--- src/logic/cfw_defines.vh ---
// constants for the clock-fail, watchdog and low-power supervisor
// assumes aclk at 200 MHz and an oscillator reference of 20 MHz
`ifndef CFW_DEFINES_VH
`define CFW_DEFINES_VH

// ***************************************************************
// register byte offsets
// ***************************************************************
`define CFW_OFS_CTRL      12'h000
`define CFW_OFS_LPCTRL0   12'h004
`define CFW_OFS_WAKESEL   12'h008
`define CFW_OFS_WDKEY     12'h00C
`define CFW_OFS_STATUS    12'h010

// ***************************************************************
// field positions
// ***************************************************************
`define CFW_CTRL_WD_DIS   0
`define CFW_CTRL_WD_IRQ   1
`define CFW_CTRL_PLL_OFF  2
`define CFW_ST_MCLK       0
`define CFW_ST_LIMP       1

// ***************************************************************
// reset values and encodings
// ***************************************************************
`define CFW_CTRL_RST      3'h0
`define CFW_LPCTRL0_RST   8'h00
`define CFW_WAKESEL_RST   32'h0000_0000
`define CFW_KEY_FIRST     8'h55
`define CFW_KEY_SECOND    8'hAA
`define CFW_WD_MAX        8'hFF
`define CFW_LPM_IDLE      2'h0
`define CFW_LPM_STANDBY   2'h1

// ***************************************************************
// timing
// ***************************************************************
`define CFW_CLK_PERIOD_NS 5
`define CFW_OSC_PERIOD_NS 50
`define CFW_OSC_DIV       4'hA
`define CFW_WD_RST_OSC    10'h200
`define CFW_DEVRST_CYC    5'h10

`endif

--- src/logic/cfw_top.v ---
// clock-fail detector, 8-bit watchdog and low-power sequencer
// assumes an axi4-lite master on aclk and a cpu that pulses cpu_idle_exec
//
// Contract
// - keep clocking cpu from limp clock on loss
// - limp fallback only after clock seen once
// - pll-off bit blocks the limp fallback
// - watchdog counter frozen while in limp
// - clock loss resets device, sets sticky flag
// - counter max drives reset low 512 osc
// - key 0x55 then 0xAA clears the counter
// - disabled watchdog never pulses reset
// - standby keeps watchdog, its irq wakes
// - idle: watchdog irq reaches cpu expander
// - halt stops oscillator, watchdog inactive
// - mode field 00 idle 01 standby 1x halt
// - idle exits: reset, wdog, irq, nmi
// - standby exits: reset, wdog, nmi, debug, gpio
// - only selected gpio lines may wake
// - standby gpio qualified for programmed osc count
// - halt exits: reset, gpio, nmi, debug only
// - low-power never disturbs output pin states
// - debug port alive in standby and halt
`include "cfw_defines.vh"
`timescale 1ns/1ps
`default_nettype none

module cfw_top (
   input  wire        aclk,
   input  wire        aresetn,
   input  wire [11:0] s_axi_awaddr,
   input  wire        s_axi_awvalid,
   output reg         s_axi_awready,
   input  wire [31:0] s_axi_wdata,
   input  wire [3:0]  s_axi_wstrb,
   input  wire        s_axi_wvalid,
   output reg         s_axi_wready,
   output reg  [1:0]  s_axi_bresp,
   output reg         s_axi_bvalid,
   input  wire        s_axi_bready,
   input  wire [11:0] s_axi_araddr,
   input  wire        s_axi_arvalid,
   output reg         s_axi_arready,
   output reg  [31:0] s_axi_rdata,
   output reg  [1:0]  s_axi_rresp,
   output reg         s_axi_rvalid,
   input  wire        s_axi_rready,
   input  wire        osc_clock_ok,
   input  wire        ext_reset_n,
   input  wire        ext_nmi_n,
   input  wire        dbg_wake_req,
   input  wire [31:0] gpio_in,
   input  wire        cpu_idle_exec,
   input  wire        cpu_irq_pending,
   output reg         limp_clock_sel,
   output reg         device_reset_n,
   output reg         missing_clock_flag,
   output reg         wdog_reset_out_n,
   output reg         wdog_wake_irq,
   output reg  [1:0]  lp_state,
   output reg         cpu_clock_in_en,
   output reg         system_clock_out_en,
   output reg         osc_clock_en,
   output reg         lp_wake,
   output reg         pin_hold,
   output reg         jtag_alive
);

   // ************************************************************
   // state codes
   // ************************************************************
   localparam [1:0] ST_RUN     = 2'h0;
   localparam [1:0] ST_IDLE    = 2'h1;
   localparam [1:0] ST_STANDBY = 2'h2;
   localparam [1:0] ST_HALT    = 2'h3;

   // ************************************************************
   // pin synchronisers
   // ************************************************************
   wire [35:0] in_raw;
   reg  [35:0] sync1;
   reg  [35:0] sync2;
   reg  [35:0] sync3;
   reg  [35:0] in_filt;

   assign in_raw = {osc_clock_ok, dbg_wake_req, ext_nmi_n, ext_reset_n,
                    gpio_in};

   // three stages, a change counts once stages two and three agree
   always @(posedge aclk) begin
      if (!aresetn) begin
         sync1   <= {4'hB, 32'hFFFF_FFFF};
         sync2   <= {4'hB, 32'hFFFF_FFFF};
         sync3   <= {4'hB, 32'hFFFF_FFFF};
         in_filt <= {4'hB, 32'hFFFF_FFFF};
      end else begin
         sync1   <= in_raw;
         sync2   <= sync1;
         sync3   <= sync2;
         in_filt <= (sync2 & sync3) | (in_filt & (sync2 | sync3));
      end
   end

   wire        osc_ok_f  = in_filt[35];
   wire        dbg_f     = in_filt[34];
   wire        nmi_n_f   = in_filt[33];
   wire        xrst_n_f  = in_filt[32];
   wire [31:0] gpio_f    = in_filt[31:0];

   // ************************************************************
   // registers and bus state
   // ************************************************************
   reg  [2:0]  ctrl;
   reg  [7:0]  lowpower_ctrl0;
   reg  [31:0] gpio_wake_select;
   reg  [11:0] wr_addr;
   reg  [31:0] wr_data;
   reg  [3:0]  wr_strb;
   reg         key_armed;
   reg  [7:0]  wd_count;
   reg  [9:0]  wd_rst_cnt;
   reg  [3:0]  osc_div;
   reg         osc_tick;
   reg         clk_seen;
   reg         clk_lost;
   reg  [4:0]  dev_rst_cnt;
   reg  [5:0]  qual_cnt;
   reg  [31:0] wake_prev;
   reg         wd_irq_evt;

   wire [1:0]  lowpower_mode_sel = lowpower_ctrl0[1:0];
   wire [5:0]  qual_limit        = lowpower_ctrl0[7:2];
   wire [31:0] wmask = {{8{wr_strb[3]}}, {8{wr_strb[2]}},
                        {8{wr_strb[1]}}, {8{wr_strb[0]}}};
   wire        wr_do = s_axi_awready & s_axi_awvalid;
   wire        wr_ctrl = wr_do && (wr_addr == `CFW_OFS_CTRL);
   wire        wr_lp   = wr_do && (wr_addr == `CFW_OFS_LPCTRL0);
   wire        wr_sel  = wr_do && (wr_addr == `CFW_OFS_WAKESEL);
   wire        wr_key  = wr_do && (wr_addr == `CFW_OFS_WDKEY) &&
                         wr_strb[0];
   wire        wr_st   = wr_do && (wr_addr == `CFW_OFS_STATUS);
   wire        wr_hit  = (wr_addr == `CFW_OFS_CTRL) ||
                         (wr_addr == `CFW_OFS_LPCTRL0) ||
                         (wr_addr == `CFW_OFS_WAKESEL) ||
                         (wr_addr == `CFW_OFS_WDKEY) ||
                         (wr_addr == `CFW_OFS_STATUS);

   // ************************************************************
   // axi4-lite write channel
   // ************************************************************
   // address and data taken together, response after both
   always @(posedge aclk) begin
      if (!aresetn) begin
         s_axi_awready <= 1'b0;
         s_axi_wready  <= 1'b0;
         s_axi_bvalid  <= 1'b0;
         s_axi_bresp   <= 2'h0;
         wr_addr       <= 12'h000;
         wr_data       <= 32'h0000_0000;
         wr_strb       <= 4'h0;
      end else if (wr_do) begin
         s_axi_awready <= 1'b0;
         s_axi_wready  <= 1'b0;
         s_axi_bvalid  <= 1'b1;
         s_axi_bresp   <= wr_hit ? 2'h0 : 2'h2; // slverr if unmapped
      end else if (s_axi_bvalid) begin
         if (s_axi_bready) begin
            s_axi_bvalid <= 1'b0;
         end
      end else if (s_axi_awvalid && s_axi_wvalid && !s_axi_awready) begin
         s_axi_awready <= 1'b1;
         s_axi_wready  <= 1'b1;
         wr_addr       <= {s_axi_awaddr[11:2], 2'h0};
         wr_data       <= s_axi_wdata;
         wr_strb       <= s_axi_wstrb;
      end
   end

   // control registers with byte-lane merge
   always @(posedge aclk) begin
      if (!aresetn) begin
         ctrl             <= `CFW_CTRL_RST;
         lowpower_ctrl0   <= `CFW_LPCTRL0_RST;
         gpio_wake_select <= `CFW_WAKESEL_RST;
      end else begin
         if (wr_ctrl && wr_strb[0]) begin
            ctrl <= wr_data[2:0];
         end
         if (wr_lp && wr_strb[0]) begin
            lowpower_ctrl0 <= wr_data[7:0];
         end
         if (wr_sel) begin
            gpio_wake_select <= (gpio_wake_select & ~wmask) |
                                (wr_data & wmask);
         end
      end
   end

   // ************************************************************
   // axi4-lite read channel
   // ************************************************************
   always @(posedge aclk) begin
      if (!aresetn) begin
         s_axi_arready <= 1'b0;
         s_axi_rvalid  <= 1'b0;
         s_axi_rdata   <= 32'h0000_0000;
         s_axi_rresp   <= 2'h0;
      end else if (s_axi_arready) begin
         s_axi_arready <= 1'b0;
         s_axi_rvalid  <= 1'b1;
      end else if (s_axi_rvalid) begin
         if (s_axi_rready) begin
            s_axi_rvalid <= 1'b0;
         end
      end else if (s_axi_arvalid) begin
         s_axi_arready <= 1'b1;
         s_axi_rresp   <= 2'h0;
         s_axi_rdata   <= 32'h0000_0000;
         if (s_axi_araddr[11:2] == `CFW_OFS_CTRL >> 2) begin
            s_axi_rdata <= {29'h0, ctrl};
         end else if (s_axi_araddr[11:2] == `CFW_OFS_LPCTRL0 >> 2) begin
            s_axi_rdata <= {24'h0, lowpower_ctrl0};
         end else if (s_axi_araddr[11:2] == `CFW_OFS_WAKESEL >> 2) begin
            s_axi_rdata <= gpio_wake_select;
         end else if (s_axi_araddr[11:2] == `CFW_OFS_WDKEY >> 2) begin
            s_axi_rdata <= 32'h0000_0000;
         end else if (s_axi_araddr[11:2] == `CFW_OFS_STATUS >> 2) begin
            s_axi_rdata <= {15'h0, ~wdog_reset_out_n, wd_count,
                            4'h0, lp_state, limp_clock_sel,
                            missing_clock_flag};
         end else begin
            s_axi_rresp <= 2'h2;
         end
      end
   end

   // ************************************************************
   // oscillator tick and clock-loss supervision
   // ************************************************************
   // oscillator rate enable, stopped in halt
   always @(posedge aclk) begin
      if (!aresetn) begin
         osc_div  <= 4'h0;
         osc_tick <= 1'b0;
      end else if (lp_state == ST_HALT) begin
         osc_div  <= 4'h0;
         osc_tick <= 1'b0;
      end else if (osc_div == `CFW_OSC_DIV - 4'h1) begin
         osc_div  <= 4'h0;
         osc_tick <= 1'b1;
      end else begin
         osc_div  <= osc_div + 4'h1;
         osc_tick <= 1'b0;
      end
   end

   wire lost_now = clk_seen && !osc_ok_f && !ctrl[`CFW_CTRL_PLL_OFF] &&
                   (lp_state != ST_HALT);

   // limp fallback armed only after the clock was seen once
   always @(posedge aclk) begin
      if (!aresetn) begin
         clk_seen       <= 1'b0;
         clk_lost       <= 1'b0;
         limp_clock_sel <= 1'b0;
      end else begin
         if (osc_ok_f) begin
            clk_seen <= 1'b1;
         end
         clk_lost       <= lost_now;
         limp_clock_sel <= lost_now;
      end
   end

   // sticky missing-clock flag, set wins over write-one clear
   always @(posedge aclk) begin
      if (!aresetn) begin
         missing_clock_flag <= 1'b0;
      end else if (lost_now && !clk_lost) begin
         missing_clock_flag <= 1'b1;
      end else if (wr_st && wr_strb[0] && wr_data[`CFW_ST_MCLK]) begin
         missing_clock_flag <= 1'b0;
      end
   end

   // device reset pulse on clock loss or watchdog expiry
   always @(posedge aclk) begin
      if (!aresetn) begin
         dev_rst_cnt    <= 5'h00;
         device_reset_n <= 1'b1;
      end else if ((lost_now && !clk_lost) || !wdog_reset_out_n) begin
         dev_rst_cnt    <= `CFW_DEVRST_CYC;
         device_reset_n <= 1'b0;
      end else if (dev_rst_cnt != 5'h00) begin
         dev_rst_cnt    <= dev_rst_cnt - 5'h01;
         device_reset_n <= (dev_rst_cnt == 5'h01);
      end
   end

   // ************************************************************
   // watchdog
   // ************************************************************
   wire wd_run = !ctrl[`CFW_CTRL_WD_DIS] && !limp_clock_sel && osc_tick;
   wire key_ok = wr_key && key_armed &&
                 (wr_data[7:0] == `CFW_KEY_SECOND);

   // key sequence tracker
   always @(posedge aclk) begin
      if (!aresetn) begin
         key_armed <= 1'b0;
      end else if (wr_key) begin
         key_armed <= (wr_data[7:0] == `CFW_KEY_FIRST);
      end
   end

   // up counter, frozen in limp mode, held at zero when disabled
   always @(posedge aclk) begin
      if (!aresetn) begin
         wd_count   <= 8'h00;
         wd_irq_evt <= 1'b0;
      end else begin
         wd_irq_evt <= 1'b0;
         if (key_ok || ctrl[`CFW_CTRL_WD_DIS]) begin
            wd_count <= 8'h00;
         end else if (wd_run) begin
            if (wd_count == `CFW_WD_MAX) begin
               wd_count   <= 8'h00;
               wd_irq_evt <= ctrl[`CFW_CTRL_WD_IRQ];
            end else begin
               wd_count <= wd_count + 8'h01;
            end
         end
      end
   end

   // reset pulse 512 oscillator ticks wide
   always @(posedge aclk) begin
      if (!aresetn) begin
         wd_rst_cnt       <= 10'h000;
         wdog_reset_out_n <= 1'b1;
      end else if (wd_run && (wd_count == `CFW_WD_MAX) && !key_ok &&
                   ~|wd_rst_cnt && !ctrl[`CFW_CTRL_WD_IRQ]) begin
         wd_rst_cnt       <= `CFW_WD_RST_OSC;
         wdog_reset_out_n <= 1'b0;
      end else if (wd_rst_cnt != 10'h000) begin
         if (osc_tick) begin
            wd_rst_cnt       <= wd_rst_cnt - 10'h001;
            wdog_reset_out_n <= (wd_rst_cnt == 10'h001);
         end
      end else begin
         wdog_reset_out_n <= 1'b1;
      end
   end

   // irq pulse to the cpu expander and the low-power block
   always @(posedge aclk) begin
      if (!aresetn) begin
         wdog_wake_irq <= 1'b0;
      end else begin
         wdog_wake_irq <= wd_irq_evt;
      end
   end

   // ************************************************************
   // low-power sequencer
   // ************************************************************
   wire [31:0] wake_lines = ~gpio_f & gpio_wake_select;
   wire        gpio_any   = |wake_lines;
   wire        gpio_qual  = gpio_any && (qual_cnt >= qual_limit);

   // gpio low level must hold steady for the programmed tick count
   always @(posedge aclk) begin
      if (!aresetn) begin
         qual_cnt  <= 6'h00;
         wake_prev <= 32'h0000_0000;
      end else begin
         wake_prev <= wake_lines;
         if (!gpio_any || (wake_lines != wake_prev) ||
             (lp_state != ST_STANDBY)) begin
            qual_cnt <= 6'h00;
         end else if (osc_tick && (qual_cnt != 6'h3F)) begin
            qual_cnt <= qual_cnt + 6'h01;
         end
      end
   end

   reg [1:0] next_lp_state;

   // wake decisions per mode
   always @* begin
      next_lp_state = lp_state;
      case (lp_state)
         ST_RUN: begin
            if (cpu_idle_exec) begin
               if (lowpower_mode_sel == `CFW_LPM_IDLE) begin
                  next_lp_state = ST_IDLE;
               end else if (lowpower_mode_sel == `CFW_LPM_STANDBY) begin
                  next_lp_state = ST_STANDBY;
               end else begin
                  next_lp_state = ST_HALT;
               end
            end
         end
         ST_IDLE: begin
            if (!xrst_n_f || wd_irq_evt || cpu_irq_pending ||
                !nmi_n_f) begin
               next_lp_state = ST_RUN;
            end
         end
         ST_STANDBY: begin
            if (!xrst_n_f || wd_irq_evt || !nmi_n_f || dbg_f ||
                gpio_qual) begin
               next_lp_state = ST_RUN;
            end
         end
         default: begin
            if (!xrst_n_f || gpio_any || !nmi_n_f ||
                dbg_f) begin
               next_lp_state = ST_RUN;
            end
         end
      endcase
   end

   // state and clock-enable outputs
   always @(posedge aclk) begin
      if (!aresetn) begin
         lp_state            <= ST_RUN;
         lp_wake             <= 1'b0;
         cpu_clock_in_en     <= 1'b1;
         system_clock_out_en <= 1'b1;
         osc_clock_en        <= 1'b1;
         pin_hold            <= 1'b0;
         jtag_alive          <= 1'b0;
      end else begin
         lp_state <= next_lp_state;
         lp_wake  <= (lp_state != ST_RUN) && (next_lp_state == ST_RUN);
         cpu_clock_in_en     <= (next_lp_state == ST_RUN) ||
                                (next_lp_state == ST_IDLE);
         system_clock_out_en <= (next_lp_state == ST_RUN) ||
                                (next_lp_state == ST_IDLE);
         osc_clock_en        <= (next_lp_state != ST_HALT);
         pin_hold            <= (next_lp_state != ST_RUN);
         jtag_alive          <= 1'b1;
      end
   end

endmodule

`default_nettype wire

--- config.mk ---
export PLATFORM = sky130hd
export DESIGN_NAME = cfw_top
export DESIGN_NICKNAME = d
export VERILOG_FILES = /design/src/logic/cfw_top.v
export VERILOG_INCLUDE_DIRS = /design/src /design/src/logic
export SDC_FILE = /design/constraint.sdc
export NUM_CORES = 1
export LEC_CHECK = 0
export BUFFER_PORTS_ARGS = -buffer_cell sky130_fd_sc_hd__buf_4
export CAP_MARGIN = 20
export CORE_ASPECT_RATIO = 0.5
export CORE_MARGIN = 5
export CORE_UTILIZATION = 40
export CTS_BUF_LIST = sky130_fd_sc_hd__clkbuf_8 sky130_fd_sc_hd__clkbuf_16
export DETAILED_ROUTE_END_ITERATION = 10
export PLACE_DENSITY = 0.64
export SETUP_SLACK_MARGIN = 0.1
export SLEW_MARGIN = 20
export SYNTH_ARGS = -nofsm -noshare
export SYNTH_HDL_FRONTEND = slang
export SYNTH_SLANG_ARGS = --single-unit
--- constraint.sdc ---
create_clock -name aclk -period 2.2 [get_ports aclk]
set_clock_uncertainty 0.15 [all_clocks]
set_input_delay 0.22 -clock aclk [delete_from_list [all_inputs] [get_ports aclk]]
set_output_delay 0.22 -clock aclk [all_outputs]
set_load 0.1 [all_outputs]
# Word level (Yosys, flattened, before mapping)
# Index checks and enable logic that the tools add are counted.
[word_totals]
register_bits = 354
output_inout_bits = 54
word_cells = 216
inputBits = 105
[classes]
n_addsub = 5
bitwise = 19
reduce_logical = 86
muxes = 40
magnitude_cmp = 1
n_eq_ne = 25
[op_table]
columns = ["cell", "count"]
rows = [
  ["$and 32x32->32", 3],
  ["$mux 32", 3],
  ["$and 36x36->36", 2],
  ["$or 36x36->36", 2],
  ["$not 32->32", 2],
  ["$eq 10x2->1 const B", 4],
  ["$mux 17", 2],
  ["$ne 32x32->1", 1],
  ["$or 32x32->32", 1],
  ["$reduce_or 32->1", 1],
  ["$eq 10x1->1 const B", 3],
  ["$mux 10", 3],
  ["$logic_and 1x1->1", 27],
  ["$mux 2", 11],
  ["$eq 10x3->1 const B", 2],
  ["$logic_or 1x1->1", 18],
  ["$mux 1", 17],
  ["$eq 8x8->1 const B", 2],
  ["$logic_not 1->1", 12],
  ["$logic_not 12->1", 1],
  ["$reduce_bool 2->1", 6],
  ["$reduce_or 2->1", 6],
  ["$logic_not 10->1", 1],
  ["$mux 5", 2],
  ["other kinds (26)", 44],
]

# Logic depth before layout (Yosys ltp)
# Gate-level depths: netlist (run 1).
[logic_depth]
word_depth = 11
ltp_mapped = 8
mapped_depth_nobuf = 8

# Worst setup path before layout (run 1)
# OpenSTA, ideal clock, no wires.
[synth_timing]
path_type = "register -> register"
startpoint = "register lp_state[1]"
endpoint = "register osc_clock_en"
arrival_ps = 2412
n_path_buf = 0
required_time_ps = 1923
period_less_slack_ps = 2689
setup_slack_ps = -489
stages_incl_launch_ff = 7
setup_ps = 127
path_cell_list = "dfxtp_1 nand2b_4 or4_4 a2111oi_4 o21ai_1 o2111a_2 or3_1"
[synth_between]
elab_chain_cells = 3
elab_cells_between_ends = 9
cone_classes = "3 x eq/ne; 5 x mux; 1 x reduce/logical"
[synth_lines]
columns = ["element", "line_no", "source"]
rows = [
  ["start: declaration", "cfw_top.v:60", "output reg [1:0] lp_state,"],
  ["start signal: assignment", "cfw_top.v:436", "lp_state <= next_lp_state;"],
  ["$eq 2x2->1, or another cell as far along", "cfw_top.v:392", "case (lp_state)"],
  ["$pmux 2 s3 *", "cfw_top.v:392", ""],
  ["$ne 2x2->1 *", "cfw_top.v:442", "osc_clock_en <= (next_lp_state != ST_HALT);"],
  ["end signal: assignment", "cfw_top.v:442", ""],
  ["end: declaration", "cfw_top.v:63", "output reg osc_clock_en,"],
]
# Mark *: on every way between the ends. The rest lies on a longest branch, timed or not.
# A chain may end at the register's enable or synchronous reset.

# Final worst setup path (run 1)
[layout_timing]
startpoint = "register lp_state[0]"
endpoint = "register osc_clock_en"
# The elaborated chain is that of the path after synthesis.

==> results.toml, run 1 <==
[cts]
cts.sinks = 352
clkSlewWorstSetupHoldPaths_ns = 0.07
cts_buffer_depth = 3
cts_buffers = 31
clockRootBuffer = "clkbuf_16"
htree_num_levels = 1
insertion_delay_ns = 0.58
tritoncts = "built"

[route]
drc = 0
via_per_inst = 4.94
ant_nets = 0
routedWlPerCell_um = 15.7
wl_mm = 33.0
dr.pass1.iters = 5
drtIter0Drc = 734
vias = 10400

[placement]
portBuffers = 152
dp_hpwl_mm = 23.2
globalplace.congestion = 0.863
dpl_cell_area_um2 = 14900

[logic_synthesis]
synth_fa_ha_area_share_pct = 1.44
synth_area_leaders = "dfxtp_1, a21boi_0, nand2b_1"
synth_edf_count = 0
synth_largest_area_cell = "dfxtp_1"
yosys-top-cells-count = "dfxtp_1, nand2_1, nand2b_1"
synth-compound-area-share_pct = 11.9
synthXorXnorAreaFrac_pct = 3.70
synth_mux_area_share_pct = 1.09
synth_top_area_share_pct = 54.2
avgSynthCellArea_um2 = 9.38
yosysWarnings = 0
ys.flop_type = "dfxtp_1"
yosysSeqAreaShare_pct = 54.2
yosysUniqueCellTypes = 56
syn_area_um2 = 13000
synth_simple_gate_area_share_pct = 25.0
netlist_instances = 1387
synthArstFlopShare_pct = 0
synth_seq_cells = 352
synth.most_common_cell = "dfxtp_1"
synth_top_family_by_area = "simple AND/OR/NAND/NOR gates"

[power]
power_density_nw_per_um2 = 815
peakVddDrop_v = 0.000528
finalPower_w = 0.0141
p_leak_nw = 6.44

[status]
status = "finished clean"

[layout]
num_antenna_cells = 0
regArea_um2 = 7070
stdcell_area_um2 = 17300
finalNetCount = 1770
multi_input_comb_area_um2 = 5870
drive_above_1_share_pct = 20.2
fill_cells = 2786
area_growth_pct = 32.7

[worst_setup_path]
crit_start = "lp_state[0]"
worstPathArrival_ns = 2.41
path_max_fanout = 6
cp_slowest_cell = "or4_4"
rr_startpoint = "lp_state[0]"
worstSetupEndpointType = "flop"
crit_type = "flop to flop"
path_cells = "nand2b_4, or4_4, a2111oi_4, o21ai_1, o2111a_2, or3_1"
cpPeakStageDelay_ns = 0.51
start_kind = "flop"
required_ns = 2.52

[job]
maxCapViolations = 0

[timing]
fmax_mhz = 479
maxSlewViolCount = 0
hold_viol_final = 0
rsz0062_at_grt = "true"
min_period_ns = 2.09
finalSetupViolCount = 0
min_period_over_period_pct = 95.0
tightest_slew_ns = 0.576
slew_headroom_pct = 61.6

[floorplan]
io_pins = 159
die_w_um = 265
core_area_um2 = 31900
dieArea_um2 = 36500
initial_utilization_pct = 40.8
die_h_um = 138
row_count = 46

[grt]
grt_pass1_wl_mm = 52.9
antenna_found_initial = 0
grt_pass1_vias = 10300
grt_usage_pct = 17.7
grt.overflow.total = 0
grt_max_degree = 133

[min_path]
min-delay-start = "s_axi_araddr[4]"
hold_path.class = "input port to flop"
where the power goes:
| group | switching (W) | total (W) | internal [W] |
|---|---|---|---|
| registers | 0.000131 | 0.00669 | 0.00656 |
| clock network | 0.00246 | 0.00614 | 0.00368 |
| logic | 0.000685 | 0.00123 | 0.000541 |
critical path: cells and delay by family, from the launching register on:
kind | cells | cell delay, ns
AND/OR/NAND/NOR | 3 | 0.95
AO/OA/AOI/OAI | 3 | 0.51
flip-flops | 1 | 0.36
metal layers:
metal,track usage (%),wire length [µm]
met1,23.2,14800
met2,31.0,16000
met3,3.35,1690
met4,3.76,606
met5,0,0
placed cells by master (no fill, tap or decap), types with 50 or more instances in the layout:
master         count
o21ai_0           54
dfxtp_1          339
dlygate4sd3_1     91
buf_4            204
nand3_1           57
a21boi_0          97
nand2b_1         113
nand2_1          184
nor2_1            82
and2_1            50
through the flow:
| stage | std cells | hold slack [ns] | TNS (ns) | util (%) | setup slack (ns) |
|---|---|---|---|---|---|
| floorplan | 1388 | 0.0977 | 0 | - | 0.116 |
| global placement | 1957 | 0.237 | -0.168 | 46.8 | -0.168 |
| detailed placement | 1957 | 0.245 | -0.189 | 46.8 | -0.189 |
| CTS | 2106 | 0.0221 | 0 | 53.5 | 0.102 |
| global route | 2107 | 0.0788 | 0 | 54.1 | 0.0230 |
| finish | 2107 | 0.0448 | 0 | 54.1 | 0.110 |
cell type report:
class                           count  area share (%)
Clock inverter                     17            1.51
Multi-Input combinational cell    949            34.0
Clock buffer                       41            5.36
Sequential cell                   352            41.0
Tap cell                          432            3.13
Inverter                           16           0.348
Timing Repair Buffer              300            14.7
sequential cells by signal, summed over array words and instances (netlist names), 32 cells and up, named ones only:
signal,count
wr_data,32
sync3,36
sync1,36
wake_prev,32
sync2,36
in_filt,36
s_axi_rdata,32
repair_timing:
action,CTS,global route
hold endpoints to repair,106,0
pin swaps,2,7
resized for setup,14,50
setup buffers,0,1
cloned,0,0
setup endpoints to repair,32,49
hold buffers,91,0
cells by family (layout without fill, tap and decap cells):
kind of cell | count (synthesis) | in the layout
multiplexers | 14 | 14
XOR/XNOR | 55 | 55
AO/OA/AOI/OAI | 235 | 235
other | 1 | 2
adder cells (fa/ha/maj) | 15 | 15
buffers and inverters | 87 | 374
AND/OR/NAND/NOR | 628 | 628
flip-flops | 352 | 352
path summary, 6_finish.rpt:
path                    endpoint  slack [ns]  cells after the start
setup / recovery    osc_clock_en        0.11                      6
hold / removal    s_axi_rresp[1]        0.04                      4
setup reg to reg    osc_clock_en        0.11                      6
hold reg to reg        sync2[19]        0.25                      1
No activity file was read; power rests on OpenSTA's default activity.
==> run 2, diff against run 1 <==
--- a/config.mk
+++ b/config.mk
@@ -9,7 +9,7 @@
 export BUFFER_PORTS_ARGS = -buffer_cell sky130_fd_sc_hd__buf_4
 export CAP_MARGIN = 20
 export CORE_ASPECT_RATIO = 0.5
-export CORE_MARGIN = 5
+export CORE_MARGIN = 4
 export CORE_UTILIZATION = 40
 export CTS_BUF_LIST = sky130_fd_sc_hd__clkbuf_8 sky130_fd_sc_hd__clkbuf_16
 export DETAILED_ROUTE_END_ITERATION = 10
==> results.toml, run 2 (same netlist as run 1, synthesis figures left out) <==
[worst_setup_path]
worstPathArrival_ns = 2.39
path_max_fanout = 4
start_kind = "flop"
cpPeakStageDelay_ns = 0.35
path_cells = "nor2b_1, buf_4, nor4_1, and4_4, nand2_4, o2111a_2, or3_1"
path_buf_inv = 1
crit_type = "flop to flop"
r2r_cells = 7
required_ns = 2.50
worstSetupEndpointType = "flop"
rrSetupSlack_ns = 0.11
r2r-end = "osc_clock_en"
cp_top_family = "simple AND/OR/NAND/NOR gates"
cp_slowest_cell = "dfxtp_1"

[cts]
cts_buffers = 31
clkSlewWorstSetupHoldPaths_ns = 0.07
htree_num_levels = 1
tritoncts = "built"
clockRootBuffer = "clkbuf_16"
insertion_delay_ns = 0.58
cts.sinks = 352
cts_buffer_depth = 3

[timing]
whs_ns = 0.0409
rsz0062_at_grt = "true"
finalSetupViolCount = 0
slew_headroom_pct = 51.4
maxSlewViolCount = 0
min_period_ns = 2.09
hold_viol_final = 0
fmax_mhz = 479
min_period_over_period_pct = 94.9
tightest_slew_ns = 0.727

[route]
via_per_inst = 4.92
drc = 0
ant_nets = 0
routedWlPerCell_um = 15.6
wl_mm = 32.8
dr.pass1.iters = 5
drtIter0Drc = 665
vias = 10400

[layout]
fill_cells = 2810
post-route-util_pct = 54.0
stdcell_area_um2 = 17200
drive_above_1_share_pct = 20.0
layout_commonest_cell = "dfxtp_1"
mostFrequentLayoutCells = "dfxtp_1, buf_4, nand2_1, nand2b_1, a21boi_0"
final_cells = 2106
finalNetCount = 1770
area_growth_pct = 32.5

[floorplan]
io_pins = 159
die_h_um = 136
dieArea_um2 = 35700
die_w_um = 263
initial_utilization_pct = 40.8
row_count = 46
core_area_um2 = 31900

[placement]
portBuffers = 152
dpl_cell_area_um2 = 14900
globalplace.congestion = 0.858
dp_cells = 1952
dp_hpwl_mm = 22.9

[grt]
grt.overflow.total = 0
grt_pass1_wl_mm = 52.1
grt_max_degree = 130
antenna_found_initial = 1
grt_pass1_vias = 10100
grt_usage_pct = 17.8

[min_path]
holdPathEnd = "s_axi_rresp[1]"
min_path_cells = 4
hold_path.class = "input port to flop"
min-delay-start = "s_axi_araddr[4]"

[status]
status = "finished clean"

[power]
p_leak_nw = 6.44
peakVddDrop_v = 0.000558
power_density_nw_per_um2 = 805

[job]
maxCapViolations = 0
run 2: cell types whose count changed in the layout (fill, tap and decap cells not counted), moves of 3 or more:
cell     change
nand2_1      -4
nor2b_1      +5
inv_1        +4
dfxtp_1      -6
nor2b_2      -3
dfxtp_2      +6
run 2: how the worst max path moves through the flow:
stage,to,slack [ns],depth (start not counted)
2_1_floorplan,qual_cnt[5],0.12,7
3_5_place_dp,flop,-0.05,8
6_report,osc_clock_en,0.11,7
4_1_cts,flop,0.1,7
5_1_grt,qual_cnt[3],0.03,7
3_3_place_gp,flop,-0.02,6
run 2: cell type report:
class                      instances  area, µm²  area share (%)
sequential                       352       7080            41.1
timing repair buffer             300       2550            14.8
tap                              432        541            3.14
inverter                          16       60.1           0.348
multi-input combinational        949       5870            34.0
antenna                            1       2.50          0.0145
clock inverter                    18        258            1.50
clock buffer                      38        872            5.06
run 2: repair_timing:
| action | CTS | global route |
|---|---|---|
| hold buffers | 92 | 0 |
| pin swaps | 6 | 9 |
| endpoints found under the setup margin | 11 | 55 |
| resized for setup | 24 | 45 |
| setup buffers | 2 | 2 |
| hold endpoints to repair | 112 | 0 |
| cloned | 0 | 1 |
run 2: power breakdown:
group          switching, W  internal [W]  total, W  leakage [nW]
logic              0.000704      0.000544   0.00125          3.00
clock network       0.00241       0.00352   0.00592         0.570
registers          0.000135       0.00656   0.00670          2.88
run 2: per-layer routing:
metal  vias to the layer above  GRT usage, %  part of all wire (%)
met4                         0          4.71                   2.4
met3                        62          3.54                   4.5
met1                      4901          23.4                    46
met2                       227          30.3                    47
met5                         -             0                     0
li1                       5164             -                     -
run 2: worst reg2reg max path, cell delays in order, from the launching register on:
cell and delay (ns):
dfxtp_1 0.35, nor2b_1 0.16, buf_4 0.13, nor4_1 0.17, and4_4 0.31, nand2_4 0.07
o2111a_2 0.29, or3_1 0.32
run 2: through the flow:
stage,setup slack [ns],setup TNS (ns),total power [W]
finish,0.112,0,0.0139
global route,0.0288,0,0.0144
CTS,0.0968,0,0.0140
detailed placement,-0.0469,-0.0469,0.00794
global placement,-0.0175,-0.0175,0.00788
floorplan,0.116,0,0.00756
